===== src/sleep_wakeup_defines.vh =====
`ifndef SLEEP_WAKEUP_DEFINES_VH
`define SLEEP_WAKEUP_DEFINES_VH
// register offsets (own map, 8-bit data)
`define REG_CTRL 4'h0
`define REG_STATUS 4'h1
`define REG_INTCTL 4'h2
`define REG_WDT_CNT 4'h3
// control register fields
`define CTRL_WDT_EN 0
`define CTRL_XTAL_MODE 1
// status register fields
`define STAT_PD 3
`define STAT_TO 4
`define STAT_ASLEEP 0
`define STAT_OST_BUSY 1
// interrupt control fields
`define IC_GIE 7
`define IC_T0IE 5
`define IC_INTE 4
`define IC_RBIE 3
`define IC_T0IF 2
`define IC_INTF 1
`define IC_RBIF 0
// reset values
`define CTRL_RESET 8'h03
`define INTCTL_RESET 8'h00
// oscillator start-up delay in oscillator periods
`define OST_PERIODS 1024
// last value of the start-up counter, reached on the 1023rd edge; the 1024th edge ends the wait
`define OST_LAST 11'h3ff
// interrupt vector
`define INT_VECTOR 13'h0004
// watchdog count width and terminal value
`define WDT_TERMINAL 16'hffff
`endif


===== src/sync2.v =====
`timescale 1ns/1ps
`default_nettype none
// two-flop synchroniser for pins entering the mclk domain
module sync2 (
	// clock and reset
	input wire mclk,
	input wire sys_rst,
	// asynchronous input and synchronised output
	input wire din,
	output reg dout
);
	reg stage1; // first stage, read only by the second stage

	// capture then re-time
	always @(posedge mclk) begin
		if (sys_rst) begin
			stage1 <= 1'b0;
			dout <= 1'b0;
		end else begin
			stage1 <= din;
			dout <= stage1;
		end
	end
endmodule
`default_nettype wire


===== src/sleep_wakeup_control.v =====
// The register addresses and strobed register access were chosen for this implementation.
`timescale 1ns/1ps
`default_nettype none
`include "sleep_wakeup_defines.vh"
module sleep_wakeup_control (
	// clock and reset
	input wire mclk,
	input wire sys_rst,
	// register port
	input wire [3:0] reg_addr,
	input wire [7:0] reg_wdata,
	input wire reg_wr,
	input wire reg_rd,
	output reg [7:0] reg_rdata,
	// core sequencer
	input wire sleep_exec,
	input wire [12:0] pc_now,
	input wire clrwdt_exec,
	input wire timer_overflow,
	output reg core_clk_run,
	output reg [12:0] prefetch_addr,
	output reg prefetch_req,
	output reg vector_req,
	output reg [12:0] vector_addr,
	output reg device_reset,
	// pins (two-flop synchronised)
	input wire master_clear_pin_n,
	input wire external_interrupt_pin,
	input wire port_change_pin,
	// oscillator and watchdog clock tick
	input wire wdt_tick,
	input wire osc_tick,
	output reg osc_driver_en,
	// io hold
	input wire [7:0] io_out_in,
	input wire [7:0] io_oe_n_in,
	output reg [7:0] io_out,
	output reg [7:0] io_oe_n,
	// master clear pin drive (never driven low)
	output wire master_clear_out,
	output wire master_clear_oe_n
);
	// states, one-hot
	localparam [3:0] st_run = 4'b0001;
	localparam [3:0] st_sleep = 4'b0010;
	localparam [3:0] st_ost = 4'b0100;
	localparam [3:0] st_resume = 4'b1000;

	reg [3:0] state; // sequencer state
	reg [3:0] next_state; // next sequencer state
	reg [7:0] ctrl; // watchdog enable and oscillator mode
	reg [7:0] intctl; // interrupt enables and flags
	reg pd_flag; // power-down flag, 1 after power-up
	reg to_flag; // timeout flag, 1 after power-up
	reg [15:0] wdt_cnt; // watchdog count
	reg [10:0] ost_cnt; // start-up period counter
	reg wake_src_wdt; // latched cause: watchdog
	reg wake_src_int; // latched cause: interrupt
	reg master_clear_pin_n_s; // synchronised master clear, low active
	reg master_clear_pin_n_q; // previous master clear level
	reg ext_int_s; // synchronised external interrupt
	reg ext_int_q; // previous external interrupt level
	reg port_chg_s; // synchronised port change
	reg port_chg_q; // previous port change level
	wire wdt_s; // synchronised watchdog tick
	wire osc_s; // synchronised oscillator tick
	reg wdt_q; // previous watchdog tick
	reg osc_q; // previous oscillator tick
	wire wdt_edge; // watchdog oscillator edge
	wire osc_edge; // oscillator period edge
	wire int_edge; // rising edge on external interrupt
	wire chg_edge; // rising edge on port change input
	wire master_clear_pin_fall; // master clear asserted
	wire wdt_timeout; // watchdog reached its terminal count
	wire int_pending; // either enabled pin interrupt with flag set
	wire wdt_en; // watchdog enabled
	wire xtal_mode; // crystal oscillator selected

	// pin synchronisers; every synchroniser resets low, so master clear is
	// inverted on the way in: its idle level then matches the reset value
	// and no false master clear edge follows reset
	wire master_clear_pin_sync; // master clear asserted, high active
	wire int_sync;
	wire chg_sync;
	sync2 u_sync_master_clear_pin (.mclk(mclk), .sys_rst(sys_rst),
		.din(~master_clear_pin_n), .dout(master_clear_pin_sync));
	sync2 u_sync_int (.mclk(mclk), .sys_rst(sys_rst),
		.din(external_interrupt_pin), .dout(int_sync));
	sync2 u_sync_chg (.mclk(mclk), .sys_rst(sys_rst),
		.din(port_change_pin), .dout(chg_sync));
	sync2 u_sync_wdt (.mclk(mclk), .sys_rst(sys_rst),
		.din(wdt_tick), .dout(wdt_s));
	sync2 u_sync_osc (.mclk(mclk), .sys_rst(sys_rst),
		.din(osc_tick), .dout(osc_s));

	// master clear is only ever sensed, never driven
	assign master_clear_out = 1'b1;
	assign master_clear_oe_n = 1'b1;

	assign wdt_en = ctrl[`CTRL_WDT_EN];
	assign xtal_mode = ctrl[`CTRL_XTAL_MODE];
	assign wdt_edge = wdt_s & ~wdt_q;
	assign osc_edge = osc_s & ~osc_q;
	assign int_edge = ext_int_s & ~ext_int_q;
	assign chg_edge = port_chg_s & ~port_chg_q;
	assign master_clear_pin_fall = ~master_clear_pin_n_s & master_clear_pin_n_q;
	assign wdt_timeout = wdt_en & wdt_edge & (wdt_cnt == `WDT_TERMINAL);
	// only pin interrupts count; timer overflow is excluded
	assign int_pending =
		(intctl[`IC_INTE] & intctl[`IC_INTF]) |
		(intctl[`IC_RBIE] & intctl[`IC_RBIF]);

	// edge history registers
	always @(posedge mclk) begin
		if (sys_rst) begin
			master_clear_pin_n_s <= 1'b1;
			master_clear_pin_n_q <= 1'b1;
			ext_int_s <= 1'b0;
			ext_int_q <= 1'b0;
			port_chg_s <= 1'b0;
			port_chg_q <= 1'b0;
			wdt_q <= 1'b0;
			osc_q <= 1'b0;
		end else begin
			master_clear_pin_n_s <= ~master_clear_pin_sync;
			master_clear_pin_n_q <= master_clear_pin_n_s;
			ext_int_s <= int_sync;
			ext_int_q <= ext_int_s;
			port_chg_s <= chg_sync;
			port_chg_q <= port_chg_s;
			wdt_q <= wdt_s;
			osc_q <= osc_s;
		end
	end

	// next-state logic
	always @* begin
		next_state = state;
		case (state)
			st_run: begin
				if (sleep_exec) begin
					next_state = st_sleep;
				end
			end
			st_sleep: begin
				if (master_clear_pin_fall) begin
					next_state = st_run;
				end else if (int_pending) begin
					next_state = xtal_mode ? st_ost : st_resume;
				end else if (wdt_timeout) begin
					next_state = xtal_mode ? st_ost : st_resume;
				end
			end
			st_ost: begin
				if (master_clear_pin_fall) begin
					next_state = st_run;
				end else if (osc_edge && ost_cnt == `OST_LAST) begin
					// counts 0 to 1023, so this is the 1024th edge
					next_state = st_resume;
				end
			end
			st_resume: begin
				next_state = st_run;
			end
			default: begin
				next_state = st_run;
			end
		endcase
	end

	// state register, wake cause latch and start-up counter
	always @(posedge mclk) begin
		if (sys_rst) begin
			state <= st_run;
			ost_cnt <= 11'h000;
			wake_src_wdt <= 1'b0;
			wake_src_int <= 1'b0;
		end else begin
			state <= next_state;
			// the cause is kept through the start-up delay so that the
			// resume cycle still knows whether to request the vector
			if (state == st_sleep) begin
				ost_cnt <= 11'h000;
				// cause latched on mclk, core clock stopped
				if (int_pending) begin
					wake_src_int <= 1'b1;
					wake_src_wdt <= 1'b0;
				end else if (wdt_timeout) begin
					wake_src_wdt <= 1'b1;
					wake_src_int <= 1'b0;
				end
			end else if (state == st_ost && osc_edge) begin
				ost_cnt <= ost_cnt + 11'h001;
			end else if (state == st_run) begin
				wake_src_wdt <= 1'b0;
				wake_src_int <= 1'b0;
			end
		end
	end

	// core control outputs
	always @(posedge mclk) begin
		if (sys_rst) begin
			core_clk_run <= 1'b1;
			osc_driver_en <= 1'b1;
			prefetch_req <= 1'b0;
			prefetch_addr <= 13'h0000;
			vector_req <= 1'b0;
			vector_addr <= 13'h0000;
			device_reset <= 1'b0;
		end else begin
			// core restarts after start-up delay in crystal mode only; rc wake restarts after the one resume cycle, master clear at once
			core_clk_run <= (next_state == st_run);
			osc_driver_en <= (next_state != st_sleep);
			// the word after the power-down instruction is fetched now
			prefetch_req <= (state == st_run) && sleep_exec;
			if (state == st_run && sleep_exec) begin
				prefetch_addr <= pc_now + 13'h0001;
			end
			// vector after the prefetched instruction if global set
			vector_req <= (state == st_resume) && wake_src_int &&
				intctl[`IC_GIE];
			vector_addr <= `INT_VECTOR;
			// master clear: full reset; watchdog wake: no reset
			device_reset <= ((state == st_sleep) ||
				(state == st_ost)) && master_clear_pin_fall;
		end
	end

	// pin hold: sample in run, freeze while asleep
	always @(posedge mclk) begin
		if (sys_rst) begin
			io_out <= 8'h00;
			io_oe_n <= 8'hff;
		end else if (state == st_run) begin
			io_out <= io_out_in;
			io_oe_n <= io_oe_n_in;
		end
	end

	// watchdog count
	always @(posedge mclk) begin
		if (sys_rst) begin
			wdt_cnt <= 16'h0000;
		end else if (state == st_run && sleep_exec) begin
			wdt_cnt <= 16'h0000;
		end else if (state != st_sleep && next_state == st_sleep) begin
			wdt_cnt <= 16'h0000;
		end else if (state == st_sleep && next_state != st_sleep) begin
			wdt_cnt <= 16'h0000;
		end else if (clrwdt_exec || (wdt_edge && wdt_timeout)) begin
			wdt_cnt <= 16'h0000;
		end else if (wdt_en && wdt_edge) begin
			wdt_cnt <= wdt_cnt + 16'h0001;
		end
	end

	// status flags; sys_rst acts as power-up
	always @(posedge mclk) begin
		if (sys_rst) begin
			pd_flag <= 1'b1;
			to_flag <= 1'b1;
		end else if (state == st_run && sleep_exec) begin
			pd_flag <= 1'b0;
			to_flag <= 1'b1;
		end else if (state == st_sleep && !int_pending &&
			!master_clear_pin_fall && wdt_timeout) begin
			to_flag <= 1'b0;
		end else if (state == st_run && wdt_timeout) begin
			to_flag <= 1'b0;
		end
	end

	// control and interrupt control registers
	always @(posedge mclk) begin
		if (sys_rst) begin
			ctrl <= `CTRL_RESET;
			intctl <= `INTCTL_RESET;
		end else begin
			if (reg_wr && reg_addr == `REG_CTRL) begin
				ctrl <= reg_wdata;
			end
			if (reg_wr && reg_addr == `REG_INTCTL) begin
				intctl <= reg_wdata;
			end
			// hardware set wins over software clear
			if (int_edge) begin
				intctl[`IC_INTF] <= 1'b1;
			end
			if (chg_edge) begin
				intctl[`IC_RBIF] <= 1'b1;
			end
			if (timer_overflow && state == st_run) begin
				intctl[`IC_T0IF] <= 1'b1;
			end
		end
	end

	// read data, one cycle after the strobe
	always @(posedge mclk) begin
		if (sys_rst) begin
			reg_rdata <= 8'h00;
		end else if (reg_rd) begin
			if (reg_addr == `REG_CTRL) begin
				reg_rdata <= ctrl;
			end else if (reg_addr == `REG_STATUS) begin
				reg_rdata <= {3'h0, to_flag, pd_flag, 1'b0,
					state == st_ost, state != st_run};
			end else if (reg_addr == `REG_INTCTL) begin
				reg_rdata <= intctl;
			end else if (reg_addr == `REG_WDT_CNT) begin
				reg_rdata <= wdt_cnt[15:8];
			end else begin
				reg_rdata <= 8'h00;
			end
		end else begin
			reg_rdata <= 8'h00;
		end
	end
endmodule
`default_nettype wire


===== config.mk =====
export PLATFORM = sky130hd
export DESIGN_NAME = sleep_wakeup_control
export DESIGN_NICKNAME = d
export VERILOG_FILES = /design/src/sync2.v /design/src/sleep_wakeup_control.v
export VERILOG_INCLUDE_DIRS = /design/src
export SDC_FILE = /design/constraint.sdc
export NUM_CORES = 1
export LEC_CHECK = 0
export BUFFER_PORTS_ARGS = -buffer_cell sky130_fd_sc_hd__buf_2
export CORE_AREA = 10 10 129 102
export DETAILED_ROUTE_END_ITERATION = 10
export DIE_AREA = 0 0 139 112
export PLACE_DENSITY = 0.82
export SLEW_MARGIN = 40
export SYNTH_ARGS = -nofsm -noshare
export SYNTH_HDL_FRONTEND = slang
export SYNTH_HIERARCHICAL = 1
export SYNTH_SLANG_ARGS = --single-unit

===== constraint.sdc =====
create_clock -name mclk -period 1.8 [get_ports mclk]
set_input_delay 0.27 -clock mclk [delete_from_list [all_inputs] [get_ports mclk]]
set_output_delay 0.27 -clock mclk [all_outputs]
set_load 0.02 [all_outputs]

**Yosys cells after proc, flatten, opt, wreduce, memory -nomap -nowiden**

Cells that the tools add are included.

- Flip-flop bits (word level): 123
- Output and inout port bits: 57
- Logic and storage cells: 132

- $add $sub $neg: 3
- Equal/unequal tests: 16
- Mux-type cells: 24
- Bitwise logic cells: 18
- Reduce and logical (&&, ||, !) cells: 32

Operators by type and width:

| kind | number |
|---|---|
| two-way mux 8 bit | 4 |
| two-way mux 4 bit | 7 |
| logical AND 1 bit | 17 |
| adder 16 x 1 -> 16 bit, second input constant | 1 |
| == test 16 bit, second input constant | 1 |
| == test 4 x 2 -> 1 bit, second input constant | 4 |
| adder 13 x 1 -> 13 bit, second input constant | 1 |
| == test 4 x 1 -> 1 bit, second input constant | 3 |
| one-hot mux 4 bit (3 select lines) | 1 |
| adder 11 x 1 -> 11 bit, second input constant | 1 |
| == test 11 x 10 -> 1 bit, second input constant | 1 |
| two-way mux 1 bit | 10 |
| nonzero test 2 bit | 5 |
| AND 1 bit | 9 |
| != test 4 x 2 -> 1 bit, second input constant | 2 |
| NOT 1 bit | 8 |
| two-way mux 3 bit | 2 |
| OR reduction 2 bit | 3 |
| OR reduction 5 bit | 1 |
| == test 4 x 3 -> 1 bit, second input constant | 1 |
| == test 4 bit, second input constant | 1 |
| zero test 4 bit | 1 |
| != test 4 x 1 -> 1 bit, second input constant | 1 |
| != test 3 bit, second input constant | 1 |
| 5 further kinds | 7 |

**Longest topological paths before layout**

- Depth after elaboration: 11
- Gate-level depth with buffers: 8

**Modules after synthesis**

Netlist, hierarchy kept.

Modules (own cells, without submodules):

| module | times used | cells each | area each (µm²) |
|---|---|---|---|
| sleep_wakeup_control | 1 | 483 | 4424.2 |
| sync2 | 5 | 4 | 52.6 |

**Worst setup path before layout**

OpenSTA, ideal clock, no wires.

- Path type: reg-to-reg
- Start point: register wdt_cnt[0]
- End point: register wdt_cnt[0]
- Arrival: 1758 ps
- Path slack: -76 ps
- Stages on the path, launching flop included: 8
- Buffers on the path: 2
- Period minus slack after synthesis: 1876 ps
- Path through: dfxtp_1 ha_1 nand2_1 or4_4 buf_6 nor2_1 buf_4 nor3_1

- Longest elaborated chain between the ends: 9

Ends and longest elaborated chain:

| item | RTL line | text |
|---|---|---|
| start, declared | sleep_wakeup_control.v:55 | `reg [15:0] wdt_cnt;` |
| start signal, assigned | sleep_wakeup_control.v:254 | `wdt_cnt <= wdt_cnt + 16'h0001;` |
| == test 16 bit (no source line) | -- |  |
| AND 1 bit | sleep_wakeup_control.v:107 | `` assign wdt_timeout = wdt_en & wdt_edge & (wdt_cnt == `WDT_TERMINAL); `` |
| two-way mux 4 bit | sleep_wakeup_control.v:150 | `end else if (wdt_timeout) begin` |
| two-way mux 4 bit | sleep_wakeup_control.v:148 | `end else if (int_pending) begin` |
| two-way mux 4 bit | sleep_wakeup_control.v:146 | `if (master_clear_pin_fall) begin` |
| one-hot mux 4 bit (3 select lines) | sleep_wakeup_control.v:139 | `case (state)` |
| == test 4 x 2 -> 1 bit or != test 4 x 2 -> 1 bit (tied branches) | sleep_wakeup_control.v:247, sleep_wakeup_control.v:249 |  |
| logical AND 1 bit (on tied branches) | sleep_wakeup_control.v:247, sleep_wakeup_control.v:249 |  |
| OR reduction 5 bit (no source line) | -- |  |

Several ways; a longest one is shown, not always the timed one.
A chain may end at the register's enable or synchronous reset.

**Worst setup path after layout**

- Start point: register wdt_cnt[9]
- End point: register state[3]

- Longest elaborated chain between the ends: 6

Ends and longest elaborated chain:

| item | RTL line | text |
|---|---|---|
| == test 16 bit (no source line) | -- |  |
| AND 1 bit | sleep_wakeup_control.v:107 |  |
| two-way mux 4 bit | sleep_wakeup_control.v:150 |  |
| two-way mux 4 bit | sleep_wakeup_control.v:148 |  |
| two-way mux 4 bit | sleep_wakeup_control.v:146 |  |
| one-hot mux 4 bit (3 select lines) | sleep_wakeup_control.v:139 |  |
| end signal, assigned | sleep_wakeup_control.v:174 | `state <= st_run;` |
| end signal, assigned | sleep_wakeup_control.v:179 | `state <= next_state;` |
| end, declared | sleep_wakeup_control.v:49 | `reg [3:0] state;` |

Every way passes these cells.

==> reports/results.ini <==
[sta]
max_freq_mhz = 559.0
setup_viol = 0
setup-tns-final_ns = 0
hold_violations = 0
drv_slew = 0
period_needed_ns = 1.789
post-route-period-util_pct = 99.38
fin_ws_ns = 0.01113
skew_ns = 0.006308
rsz0062_at_grt = true

[clock_network]
clock_sinks = 111
clk_pin_slew_ns = 0.07
cts_root_buf = clkbuf_16
numCtsBuffers = 9
clock_latency_ns = 0.34
htree_num_levels = 3
clock_tree.buffer_depth = 2
tritoncts = done
cts-hold-fix-buffers = 0

[placed_design]
post-dp-hpwl_mm = 8.901
port_buffers = 95
place_area_mm2 = 0.005414
place.gp.congestion = 0.8784
dpl.cell_count = 741
pre_cts_ws_ns = -0.07390

[grt]
grt_max_degree = 31
grt_first_pass_wirelength_mm = 19.71
grt_pass1_vias = 3985
antenna_found_initial = 0
grtUsageMet2_pct = 24.00
grt_use_met1_pct = 18.40
grt_usage_pct = 15.12
top_usage_layer = met2
met3_usage_pct = 6.794
grt_overflow_total = 0

[hold_path]
min_path_type = in2reg

[setup_path]
worstSetupPathType = reg2reg
crit_path_max_fanout = 3
cp-end-kind = flop
setup.worst_path.start_class = flop
crit_required_ns = 2.07
arrival_ns = 2.06

[routing]
drtIter0Drc = 292
num_vias = 4026
firstDrtPassIters = 5
final_antenna_net_count = 0
avgRoutedWirePerCell_um = 16.06
via_per_inst = 5.304
drc_errors = 0
routed_wl_mm = 12.19

[final_layout]
fillers = 904
finalNetCount = 672
finalInstanceArea_mm2 = 0.005896
area_growth_pct = 25.79
fin_cells = 759
drive_gt1_share_pct = 31.18
diodes = 0
fin_util_pct = 55.34

[logic_synthesis]
ys_seq_elements = 111
syn_inst = 503
synth_area_leaders = dfxtp_1, nand2_1, mux2i_1, nor2_1, xnor2_1
syn_area_per_cell_um2 = 9.318
synth-edff-count = 0
ys_seq_area_share_pct = 47.41
synth_top_area_share_pct = 47.41
synth_top_area_cell = dfxtp_1
synthArstFlopShare_pct = 0
syn_area_mm2 = 0.004687
yosysWarnings = 6
synth_cell_type_count = 54
ys.flop_type = dfxtp_1

[power]
p_per_area_mw_per_mm2 = 903.5
p_clk_share_pct = 39.8
p_seq_share_pct = 48.9
pwr-share-comb_pct = 11.3
p_sw_share_pct = 23.80
p_switching_uw = 1268
peakVddDrop_uv = 516.9
p_leak_uw = 0.002387
cell_internal_pwr_uw = 4059

[die]
coreArea_mm2 = 0.01065
die_w_um = 139
start_util_pct = 44.00
dieHeight_um = 112
io_pins = 110
row_count = 33
die_area_mm2 = 0.01557

[flow_run]
maxCapViolations = 0

[outcome]
status = finished clean

==> final timing paths <==
check	endpoint	depth (start not counted)	slack, ns	startpoint
max	state[3]	4	0.01	wdt_cnt[9]
min	io_oe_n[5]	3	0.13	io_oe_n_in[5]
max reg2reg	state[3]	4	0.01	wdt_cnt[9]
min reg2reg	master_clear_pin_n_s	1	0.37	u_sync_master_clear_pin/dout
==> sequential cells by signal (all words and copies together), names as in the netlist, 4 cells and up <==
register and flops:
state 4, prefetch_addr 13, wdt_cnt 16, ctrl 8, io_out 8, ost_cnt 11, intctl 8, io_oe_n 8
reg_rdata 8
==> metrics by stage <==
stage                     power (uW)  hold WS (ns)
after floorplan                 3043        0.3416
after global placement          3229        0.3523
after detailed placement        3248        0.3546
after CTS                       5349        0.1226
after global routing            5535        0.1241
final                           5326        0.1325
==> power by group through the flow <==
stage                     Clock (uW)  Sequential, uW  Combinational, uW
after global routing            2270            2610                655
after floorplan                    0            2730                313
after detailed placement           0            2660                590
final                           2120            2600                603
after CTS                       2150            2600                597
after global placement             0            2650                576
==> synthesized netlist by cell type (all sizes together) (3+ instances only) <==
master and n:
dfxtp 111, nand2 59, nor2 43, buf 28, a21oi 26, nand3 23
mux2i 21, nor2b 21, nor3 17, xnor2 17, clkbuf 13, o21ai 13
a211oi 11, xor2 11, inv 8, nand4 8, or3 8, nand2b 6
a31oi 5, nor4b 5, or4 5, mux4 4, nor4 4, and2 3
and3 3, and4 3, ha 3, nand4b 3, or4b 3
==> worst max-delay path: stages (launching register included) <==
cell     delay (ns)
dfxtp_1        0.39
nand2_1        0.10
or4_4          0.58
or4_4          0.51
a21oi_2        0.14
==> layout by cell type, fill, tap and decap left out, drive strengths merged, types with 13 or more instances in the layout <==
cell     n
nor3    17
nand2   59
nor2b   21
mux2i   21
buf    131
nor2    43
conb    14
dfxtp  111
o21ai   13
a21oi   26
nand3   23
xnor2   17
==> cell type report <==
type	instances	area, um^2	share of cell area [%]
Tap cell	140	175.2	2.971
Multi-Input combinational cell	355	2342	39.73
Timing Repair Buffer	131	787.0	13.35
Clock buffer	11	252.7	4.287
Inverter	8	30.03	0.5093
Clock inverter	3	67.56	1.146
Sequential cell	111	2241	38.01
==> logic make-up (layout without fill, tap and decap cells) <==
| kind of cell | after synthesis | in the layout | share of synthesized area [%] |
|---|---|---|---|
| buffers and inverters | 49 | 153 | 5.980 |
| muxes | 25 | 25 | 6.407 |
| and+or+nand+nor | 219 | 219 | 25.41 |
| xor gates and xnor gates | 28 | 28 | 5.232 |
| other | 2 | 14 | 0.1602 |
| DFF | 111 | 111 | 47.41 |
| adders and majority gates | 3 | 3 | 0.8009 |
| AOI/OAI and AO/OA | 66 | 66 | 8.596 |
==> metal layers <==
metal | wire length (um) | vias up
met5 | 0 | -
met2 | 5692 | 161
met4 | 157 | 0
met1 | 5291 | 1913
li1 | - | 1940
met3 | 1052 | 12
==> timing repair <==
action                                  in CTS  in global routing
hold endpoints to repair                     0                  0
endpoints found under the setup margin      10                 27
pin swaps                                    3                  6
buffers inserted                             2                  2
resized for setup                           10                 23
Note: power is estimated with default switching activity, not from simulation.
